**src/apwc_map.svh**
```systemverilog
// Offsets, field positions, reset values and timing figures of the power controller.
// Assumes a 32-bit APB slave with byte addresses in the low eight bits.
`ifndef APWC_MAP_SVH
`define APWC_MAP_SVH
// ----------------------------------------
// Register offsets
// ----------------------------------------
`define APWC_CTRL_OFF   8'h00
`define APWC_SLEEP_OFF  8'h04
`define APWC_STAT_OFF   8'h08
`define APWC_FTGT_OFF   8'h0C
`define APWC_FSTAT_OFF  8'h10
// ----------------------------------------
// Fields and reset values
// ----------------------------------------
`define APWC_CTRL_PME   0
`define APWC_CTRL_S5    1
`define APWC_CTRL_RING  2
`define APWC_CTRL_BSLP  3
`define APWC_CTRL_RST   6'h18
`define APWC_STAT_CAUSE 8
// ----------------------------------------
// Synchroniser slots
// ----------------------------------------
`define APWC_I_LAN   0
`define APWC_I_RING  1
`define APWC_I_USB   2
`define APWC_I_PS2   3
`define APWC_I_PME   4
`define APWC_I_PCIW  5
`define APWC_I_RTC   6
`define APWC_I_BTN   7
`define APWC_I_TACH  9
// ----------------------------------------
// Timing
// ----------------------------------------
`define APWC_CLK_HZ     25000000
`define APWC_DEB_MS     10
`define APWC_FP_LONG_S  4
`define APWC_OB_HOLD_S  3
`define APWC_FAN_WIN_MS 100
`endif

```
**src/apwc_pkg.sv**
```systemverilog
// Types of the power and wake controller.
// Assumes the widths of the default timing figures.
package apwc_pkg;
    typedef enum logic [4:0] {
        ST_S0 = 5'h01,
        ST_S1 = 5'h02,
        ST_S3 = 5'h04,
        ST_S4 = 5'h08,
        ST_S5 = 5'h10
    } apwc_pstate_e;

    typedef struct packed {
        apwc_pstate_e     st;
        logic             boot;
        logic [10:0]      s1;
        logic [10:0]      s2;
        logic [1:0]       btn;
        logic [1:0][17:0] deb;
        logic [1:0][26:0] hold;
        logic             pme_en;
        logic             s5_en;
        logic             ring_en;
        logic [2:0]       btn_slp;
        logic [7:0]       cause;
        logic [1:0]       tprev;
        logic [1:0][7:0]  tgt;
        logic [1:0][7:0]  duty;
        logic [1:0][7:0]  meas;
        logic [1:0][7:0]  tcnt;
        logic [21:0]      win;
        logic [7:0]       pwm;
        logic [1:0]       fan_pwm;
        logic             fan_en;
        logic             psu_on;
        logic             green;
        logic             amber;
        logic             cpu_heat;
        logic             vr_heat;
        logic [31:0]      rdata;
    } apwc_state_s;
endpackage : apwc_pkg

```
**src/apwc_top.sv**
```systemverilog
// Sleep-state tracker, wake combiner, button timer, fan loop and indicators.
// Assumes standby power and SYS_CLK run whenever AC is present; RST marks AC return.
`timescale 1ns/100ps
`include "apwc_map.svh"
module apwc_top
    import apwc_pkg::*;
#(
    parameter int unsigned DEB_CYC  = `APWC_CLK_HZ / 1000 * `APWC_DEB_MS,
    parameter int unsigned LONG_CYC = `APWC_CLK_HZ * `APWC_FP_LONG_S,
    parameter int unsigned OB_CYC   = `APWC_CLK_HZ * `APWC_OB_HOLD_S,
    parameter int unsigned WIN_CYC  = `APWC_CLK_HZ / 1000 * `APWC_FAN_WIN_MS
) (
    input  wire logic        SYS_CLK,        // Standby clock
    input  wire logic        RST,            // Async reset, high
    input  wire logic        PSEL,           // APB select
    input  wire logic        PENABLE,        // APB access phase
    input  wire logic        PWRITE,         // APB write
    input  wire logic [7:0]  PADDR,          // APB byte address
    input  wire logic [31:0] PWDATA,         // APB write data
    output logic      [31:0] PRDATA,         // APB read data
    output logic             PREADY,         // APB ready
    output logic             PSLVERR,        // APB error, unmapped
    input  wire logic        LAN_WAKE,       // Network wake request
    input  wire logic        RING,           // Modem ring
    input  wire logic        USB_WAKE,       // USB activity
    input  wire logic        PS2_WAKE,       // PS/2 activity
    input  wire logic        PME_N,          // PCI PME, low
    input  wire logic        PCIE_WAKE_N,    // PCIe wake, low
    input  wire logic        RTC_ALARM,      // RTC alarm
    input  wire logic        FP_BTN_N,       // Front button, low
    input  wire logic        OB_BTN_N,       // Onboard button, low
    input  wire logic [1:0]  FAN_TACH,       // Tach pulses
    input  wire logic        RESTORE_EN,     // Restore after AC loss
    input  wire logic        PRIOR_ON,       // Saved state was on
    input  wire logic        DUAL_COLOR,     // Panel LED dual colour
    input  wire logic        CPU_HOT,        // Processor over-temp
    input  wire logic        VR_HOT,         // Regulator over-temp
    output apwc_pkg::apwc_pstate_e SLEEP_STATE, // Current state
    output logic             PSU_ON,         // Main supply enable
    output logic             FAN_EN,         // Fan supply enable
    output logic      [1:0]  FAN_PWM,        // Fan drive
    output logic             LIVE_ON,        // State to save, on
    output logic             STBY_LED,       // Standby indicator
    output logic             PANEL_GREEN,    // Panel LED green
    output logic             PANEL_AMBER,    // Panel LED amber
    output logic             PROCESSOR_HEAT_INDICATOR, // Processor hot
    output logic             REGULATOR_HEAT_INDICATOR  // Regulator hot
);
    import apwc_pkg::*;

    localparam logic [17:0] DEB_M1 = 18'(DEB_CYC - 1);
    localparam logic [21:0] WIN_M1 = 22'(WIN_CYC - 1);
    localparam logic [1:0][26:0] LIM = {27'(OB_CYC), 27'(LONG_CYC)};

    apwc_state_s q;
    apwc_state_s n;
    logic [10:0] raw;
    logic [7:0]  wk;
    logic [1:0]  rel;
    logic [1:0]  shrt;
    logic [1:0]  lng;
    logic        light;
    logic        slp;
    logic        s5ok;
    logic        wr;
    logic        hit;
    logic        slp_go;
    logic        force_off;
    apwc_pstate_e cmd_st;

    function automatic apwc_pstate_e code_st(input logic [2:0] c);
        case (c)
            3'h1:    code_st = ST_S1;
            3'h4:    code_st = ST_S4;
            3'h5:    code_st = ST_S5;
            default: code_st = ST_S3;
        endcase
    endfunction : code_st

    // ----------------------------------------
    // Input conditioning
    // ----------------------------------------
    // Active-low lines are inverted ahead of the synchroniser so every slot is active high
    assign raw = {FAN_TACH, ~OB_BTN_N, ~FP_BTN_N, RTC_ALARM, ~PCIE_WAKE_N, ~PME_N,
                  PS2_WAKE, USB_WAKE, RING, LAN_WAKE};

    assign hit = PADDR == `APWC_CTRL_OFF || PADDR == `APWC_SLEEP_OFF ||
                 PADDR == `APWC_STAT_OFF || PADDR == `APWC_FTGT_OFF ||
                 PADDR == `APWC_FSTAT_OFF;
    assign wr = PSEL && PENABLE && PWRITE;

    always_comb begin
        n = q;
        n.s1 = raw;
        n.s2 = q.s1;
        n.boot = 1'b0;
        // ----------------------------------------
        // Debounce and press timing
        // ----------------------------------------
        for (int i = 0; i < 2; i++) begin
            if (q.s2[`APWC_I_BTN + i] == q.btn[i]) begin
                n.deb[i] = '0;
            end else if (q.deb[i] >= DEB_M1) begin
                n.btn[i] = q.s2[`APWC_I_BTN + i];
                n.deb[i] = '0;
            end else begin
                n.deb[i] = q.deb[i] + 18'h1;
            end
            n.hold[i] = !q.btn[i] ? 27'h0 :
                        (&q.hold[i]) ? q.hold[i] : q.hold[i] + 27'h1;
            rel[i] = q.btn[i] && !n.btn[i];
            shrt[i] = rel[i] && q.hold[i] < LIM[i];
            lng[i] = q.btn[i] && q.hold[i] == LIM[i] - 27'h1;
        end
        force_off = |lng;
        // ----------------------------------------
        // Wake combination
        // ----------------------------------------
        light = q.st == ST_S1 || q.st == ST_S3;
        slp = light || q.st == ST_S4 || q.st == ST_S5;
        s5ok = q.st != ST_S5 || q.s5_en;
        wk[0] = q.s2[`APWC_I_LAN] && slp && s5ok;
        wk[1] = q.s2[`APWC_I_RING] && light && q.ring_en;
        wk[2] = q.s2[`APWC_I_USB] && light;
        wk[3] = q.s2[`APWC_I_PS2] && light;
        wk[4] = q.s2[`APWC_I_PME] && q.pme_en && slp && s5ok;
        wk[5] = q.s2[`APWC_I_PCIW] && slp;
        wk[6] = q.s2[`APWC_I_RTC] && slp;
        wk[7] = |shrt && slp;
        // ----------------------------------------
        // Register writes
        // ----------------------------------------
        cmd_st = code_st(PWDATA[2:0]);
        slp_go = wr && PADDR == `APWC_SLEEP_OFF && q.st == ST_S0 &&
                 (PWDATA[2:0] == 3'h1 || PWDATA[2:0] == 3'h3 ||
                  PWDATA[2:0] == 3'h4 || PWDATA[2:0] == 3'h5);
        if (wr && PADDR == `APWC_CTRL_OFF) begin
            n.pme_en = PWDATA[`APWC_CTRL_PME];
            n.s5_en = PWDATA[`APWC_CTRL_S5];
            n.ring_en = PWDATA[`APWC_CTRL_RING];
            n.btn_slp = PWDATA[`APWC_CTRL_BSLP +: 3];
        end
        if (wr && PADDR == `APWC_FTGT_OFF) begin
            n.tgt = PWDATA[15:0];
        end
        // Write-one-to-clear, but a wake in the same cycle stays latched
        n.cause = q.cause & ~((wr && PADDR == `APWC_STAT_OFF) ?
                  PWDATA[`APWC_STAT_CAUSE +: 8] : 8'h00);
        n.cause = n.cause | wk;
        // ----------------------------------------
        // Power state
        // ----------------------------------------
        if (q.boot) begin
            n.st = (RESTORE_EN && PRIOR_ON) ? ST_S0 : ST_S5;
        end else if (force_off) begin
            n.st = ST_S5;
        end else if (|wk) begin
            n.st = ST_S0;
        end else if (q.st == ST_S0 && |shrt) begin
            n.st = code_st(q.btn_slp);
        end else if (slp_go) begin
            n.st = cmd_st;
        end
        // ----------------------------------------
        // Fan loop
        // ----------------------------------------
        n.pwm = q.pwm + 8'h1;
        n.win = (q.win >= WIN_M1) ? 22'h0 : q.win + 22'h1;
        n.tprev = q.s2[`APWC_I_TACH +: 2];
        n.fan_en = n.st == ST_S0 || n.st == ST_S1;
        for (int i = 0; i < 2; i++) begin
            if (q.win >= WIN_M1) begin
                n.meas[i] = q.tcnt[i];
                n.tcnt[i] = 8'h00;
                if (q.tcnt[i] < q.tgt[i] && q.duty[i] != 8'hFF) begin
                    n.duty[i] = q.duty[i] + 8'h1;
                end else if (q.tcnt[i] > q.tgt[i] && q.duty[i] != 8'h00) begin
                    n.duty[i] = q.duty[i] - 8'h1;
                end
            end else if (q.s2[`APWC_I_TACH + i] && !q.tprev[i] && q.tcnt[i] != 8'hFF) begin
                n.tcnt[i] = q.tcnt[i] + 8'h1;
            end
            n.fan_pwm[i] = n.fan_en && q.tgt[i] != 8'h00 &&
                           q.pwm < n.duty[i];
        end
        // ----------------------------------------
        // Supply and indicators
        // ----------------------------------------
        n.psu_on = n.st == ST_S0 || n.st == ST_S1;
        n.green = n.psu_on;
        n.amber = n.st == ST_S3 && DUAL_COLOR;
        n.cpu_heat = CPU_HOT;
        n.vr_heat = VR_HOT;
        // ----------------------------------------
        // Read data, captured in the setup cycle
        // ----------------------------------------
        n.rdata = 32'h0;
        if (PSEL && !PENABLE && !PWRITE) begin
            case (PADDR)
                `APWC_CTRL_OFF:  n.rdata = {26'h0, q.btn_slp, q.ring_en, q.s5_en, q.pme_en};
                `APWC_SLEEP_OFF: n.rdata = {27'h0, q.st};
                `APWC_STAT_OFF:  n.rdata = {16'h0, q.cause, 3'h0, q.btn, q.psu_on,
                                            q.fan_en, q.boot};
                `APWC_FTGT_OFF:  n.rdata = {16'h0, q.tgt};
                `APWC_FSTAT_OFF: n.rdata = {q.duty, q.meas};
                default:         n.rdata = 32'h0;
            endcase
        end
    end

    always_ff @(posedge SYS_CLK or posedge RST) begin
        if (RST) begin
            q <= '{st: ST_S5, boot: 1'b1, btn_slp: 3'h3, default: '0};
        end else begin
            q <= n;
        end
    end

    // ----------------------------------------
    // Outputs
    // ----------------------------------------
    assign PRDATA = q.rdata;
    assign PREADY = 1'b1;
    assign PSLVERR = PSEL && PENABLE && !hit;
    assign SLEEP_STATE = q.st;
    assign PSU_ON = q.psu_on;
    assign FAN_EN = q.fan_en;
    assign FAN_PWM = q.fan_pwm;
    assign LIVE_ON = q.psu_on;
    assign STBY_LED = 1'b1;
    assign PANEL_GREEN = q.green;
    assign PANEL_AMBER = q.amber;
    assign PROCESSOR_HEAT_INDICATOR = q.cpu_heat;
    assign REGULATOR_HEAT_INDICATOR = q.vr_heat;
endmodule : apwc_top
```
**config.mk**
```make
export PLATFORM = sky130hd
export DESIGN_NAME = apwc_top
export DESIGN_NICKNAME = d
export VERILOG_FILES = /design/src/apwc_pkg.sv /design/src/apwc_top.sv
export VERILOG_INCLUDE_DIRS = /design/src
export SDC_FILE = /design/constraint.sdc
export NUM_CORES = 1
export LEC_CHECK = 0
export ABC_AREA = 1
export BUFFER_PORTS_ARGS = -buffer_cell sky130_fd_sc_hd__buf_2
export CORE_UTILIZATION = 35
export CTS_CLUSTER_DIAMETER = 50
export CTS_CLUSTER_SIZE = 24
export DETAILED_ROUTE_END_ITERATION = 10
export PLACE_DENSITY = 0.54
export SLEW_MARGIN = 40
export SYNTH_ARGS = -nofsm -noshare
export SYNTH_HDL_FRONTEND = slang
export SYNTH_SLANG_ARGS = --single-unit
```
**constraint.sdc**
```tcl
create_clock -name SYS_CLK -period 9.8 [get_ports SYS_CLK]
set_clock_uncertainty 0.15 [all_clocks]
set_input_delay 0.49 -clock SYS_CLK [delete_from_list [all_inputs] [get_ports SYS_CLK]]
set_output_delay 0.49 -clock SYS_CLK [all_outputs]
set_load 0.01 [all_outputs]
```
==> flow_summary_export.csv <==
group,metric,value,unit
yosys,synth_area_per_cell,8.18,um2
floorplanning,dieArea,0.0408,mm2
flow_run,cap_violations,0,
hold_path,hp-class,"in2reg",
power,leakage,0.00757,uW
yosys,yosys_register_bits,268,
route,drt-wirelength-per-cell,14.6,um
yosys,post-synth-top-area-fraction,0.472,
cells_and_area,design_area,0.0162,mm2
yosys,yosysTopAreaCell,"dfrtp_1",
cts,clk_pin_slew,60,ps
placement,gp_congestion,0.885,
sta,final-setup-viol-count,0,
placement,hpwlAfterDp,24.8,mm
floorplanning,std_cell_rows,72,
setup_path,critPathSlowestCell,"o41ai_1",
floorplanning,io_pins,110,
sta,period_needed,3690,ps
placement,dpl-instance-area,0.0148,mm2
cts,cts_buffers,37,
sta,post-route-period-util,0.376,
global_route,grtUsageTotal,0.172,
yosys,syn-cell-area,0.0140,mm2
sta,fmax,271,MHz
power,max-vdd-ir-drop,0.121,mV
setup_path,arrival,4000,ps
cts,cts_tree,"built",
cts,clk-insertion-delay-late,550,ps
sta,hold_viol,0,
sta,slew_viol_final,0,
setup_path,cp_max_fo,3,
cts,clockBufferDepth,3,
cells_and_area,register_area,0.00671,mm2
floorplanning,die_h,202,um
setup_path,cp.required,10120,ps
cells_and_area,num_antenna_cells,0,
setup_path,crit_start,"q[77]",
cts,cts.sink_count,268,
setup_path,cp-endpoint,"FAN_PWM[0]",
cts,cts_max_level,2,
setup_path,r2r_end,"FAN_PWM[0]",
sta,setup_tns,0,ps
global_route,grt_overflow,0,
global_route,antenna_found_initial,1,
global_route,grt_start_max_net_pins,134,
yosys,yosysSeqAreaShare,0.479,
cells_and_area,final_core_util,0.413,
global_route,grt_pass1_vias,11073,
hold_path,hold_start,"DUAL_COLOR",
cells_and_area,area_delta_synth_final,15.3,%
floorplanning,initial_utilization,0.358,
power,power_density,168,mW/mm2
floorplanning,die_x,202,um
yosys,async_flop_share,1.00,
sta,rsz0062_at_grt,"no",
yosys,synth_cell_types,56,
sta,whs,60.1,ps
setup_path,max_stage_delay,540,ps
sta,worst_pin_slew,778,ps
placement,portBuffers,91,
run_status,status,"complete, no violations",
route,route.detailed.drc,0,
route,routed_wl,34.1,mm
route,first_pass_iters,5,
setup_path,end_kind,"flip-flop",
sta,setup_slack,6110,ps
yosys,yosysWarnings,0,
cells_and_area,fillers,4028,
cells_and_area,nets,1898,
route,via_per_inst,4.84,
setup_path,worstReg2RegStart,"q[77]",
setup_path,path_class,"reg2reg",
global_route,grt_pass1_wl,56.8,mm
yosys,ys_top_cells_by_area,"dfrtp_1, nand2_1, inv_1",
setup_path,setup.worst_path.start_class,"flip-flop",
route,route.vias.total,11312,
route,postRouteAntennaNets,0,
floorplanning,core_area,0.0391,mm2
cts,cts.root.buffer_cell,"clkbuf_16",
cells_and_area,multi_input_area,0.00595,mm2
setup_path,cpMostUsedCell,"nand2_1",
cells_and_area,drive_gt1_frac,0.114,
yosys,synth_edf_count,0,
setup_path,crit_chain,"ha_1 -> nand2_1 -> nor2_1 -> nand2_1 -> nand2_1 -> nand2_1 -> o41ai_1 -> nand4_1 -> xor2_1 -> ha_1 -> nand2_1 -> inv_1 -> o21ai_0 -> nand2_1 -> a221oi_1 -> nand2_1 -> nor2_1",
yosys,ys.flop_type,"dfrtp_1",
sta,max_slew_margin,0.480,
yosys,syn-instance-count,1713,
placement,dp_slack,6190,ps
setup_path,rr_worst_depth,17,
route,drtIter0Drc,737,
setup_path,regToRegSetupSlack,6110,ps
-- synthesized netlist by cell type, types with 4 or more instances --
| master | number |
|---|---|
| nand3b_1 | 4 |
| dfrtp_1 | 264 |
| a21oi_1 | 63 |
| nor3_2 | 8 |
| inv_1 | 237 |
| ha_1 | 44 |
| a211oi_1 | 7 |
| a22oi_1 | 4 |
| xnor2_1 | 10 |
| dfstp_2 | 4 |
| a41oi_1 | 4 |
| o22ai_1 | 6 |
| buf_4 | 45 |
| nand2_2 | 8 |
| nor2_1 | 190 |
| o21a_1 | 4 |
| nor3_1 | 70 |
| nor3b_1 | 12 |
| o211ai_1 | 4 |
| nand3_2 | 4 |
| nand2_1 | 334 |
| nor4_1 | 13 |
| o21ai_1 | 4 |
| nand4_1 | 34 |
| clkbuf_1 | 19 |
| xor2_1 | 41 |
| o21ai_0 | 111 |
| buf_2 | 7 |
| a31oi_1 | 17 |
| nand3_1 | 99 |
-- logic make-up after synthesis --
group                      after synthesis  share of synthesized area
and+or+nand+nor                        794                      0.256
adders and majority gates               44                     0.0393
AOI/OAI and AO/OA                      240                     0.0963
xor gates and xnor gates                51                     0.0319
other                                    2                   0.000536
DFF                                    268                      0.479
buffers and inverters                  314                     0.0973
-- critical path, delay by kind of cell, from the launching register on --
family / cells / cell delay, ps
DFF: 1 / 430
adders and majority gates: 2 / 610
AOI/OAI and AO/OA: 3 / 970
xor gates and xnor gates: 1 / 220
and+or+nand+nor: 10 / 1190
buffers and inverters: 1 / 30
-- registers in the layout, summed over array words and instances, names as in the netlist --
| signal | cells |
|---|---|
| FAN_PWM | 2 |
| PANEL_AMBER | 1 |
| PANEL_GREEN | 1 |
| PRDATA | 32 |
| PROCESSOR_HEAT_INDICATOR | 1 |
| REGULATOR_HEAT_INDICATOR | 1 |
| SLEEP_STATE | 5 |
| n | 13 |
| q | 212 |
-- placed cells by master, fill, tap and decap left out, drive strengths merged, types with 3 or more instances in the layout --
master       Yosys  layout
nor3            81      81
o22ai            6       6
ha              44      44
o21ai          115     115
o21a             4       4
a31oi           17      17
nand2          342     342
inv            240     248
clkinv           1      10
a21oi           63      63
xor2            41      41
a211oi           7       7
a41oi            4       4
clkinvlp         0       3
nand4           35      35
dfstp            4       4
nand3          103     103
dfrtp          264     264
or2              3       3
nand3b           4       4
xnor2           10      10
nor3b           12      12
nor4            15      15
o31ai            3       3
dlygate4sd3      0      14
a22oi            4       4
nor2           194     194
buf             54      99
conb             2       3
o211ai           4       4
clkbuf          19      44
-- metal layers --
metal  wire (um)  track usage  up-vias
met5           0            0        -
met4        1090       0.0709        0
met3        1250       0.0234       55
met2       15700        0.274      196
met1       16100        0.234     5344
li1            -            -     5717
-- timing repair --
action	CTS	global route
endpoints found under the hold margin	144	0
gates resized for setup	0	0
setup buffers	0	0
hold buffers	14	0
-- metrics by stage --
| stage | total power, uW | std cells |
|---|---|---|
| after floorplan | 1310 | 1714 |
| after global placement | 1370 | 2256 |
| after detailed placement | 1370 | 2258 |
| after CTS | 2770 | 2338 |
| after global routing | 2840 | 2338 |
| final | 2720 | 2338 |
-- power breakdown --
part / internal, uW / switching, uW
sequential: 1130 / 29.2
clock: 810 / 548
combinational: 66.5 / 127
-- cell type report --
class,count,share of cell area
clock buffer,44,0.0628
clock inverter,22,0.0150
inverter,241,0.0568
multi-input combinational,1132,0.368
sequential,268,0.416
tap,518,0.0401
timing repair buffer,113,0.0416
-- worst min path at each step --
stage	end	slack [ps]	cells past startpoint
final	PANEL_AMBER	60	3
after global routing	PANEL_AMBER	70	3
after detailed placement	q[248]	180	0
after floorplan	n[134]	180	0
after CTS	PANEL_AMBER	40	3
after global placement	q[248]	180	0
Note: power is estimated with default switching activity, not from simulation.
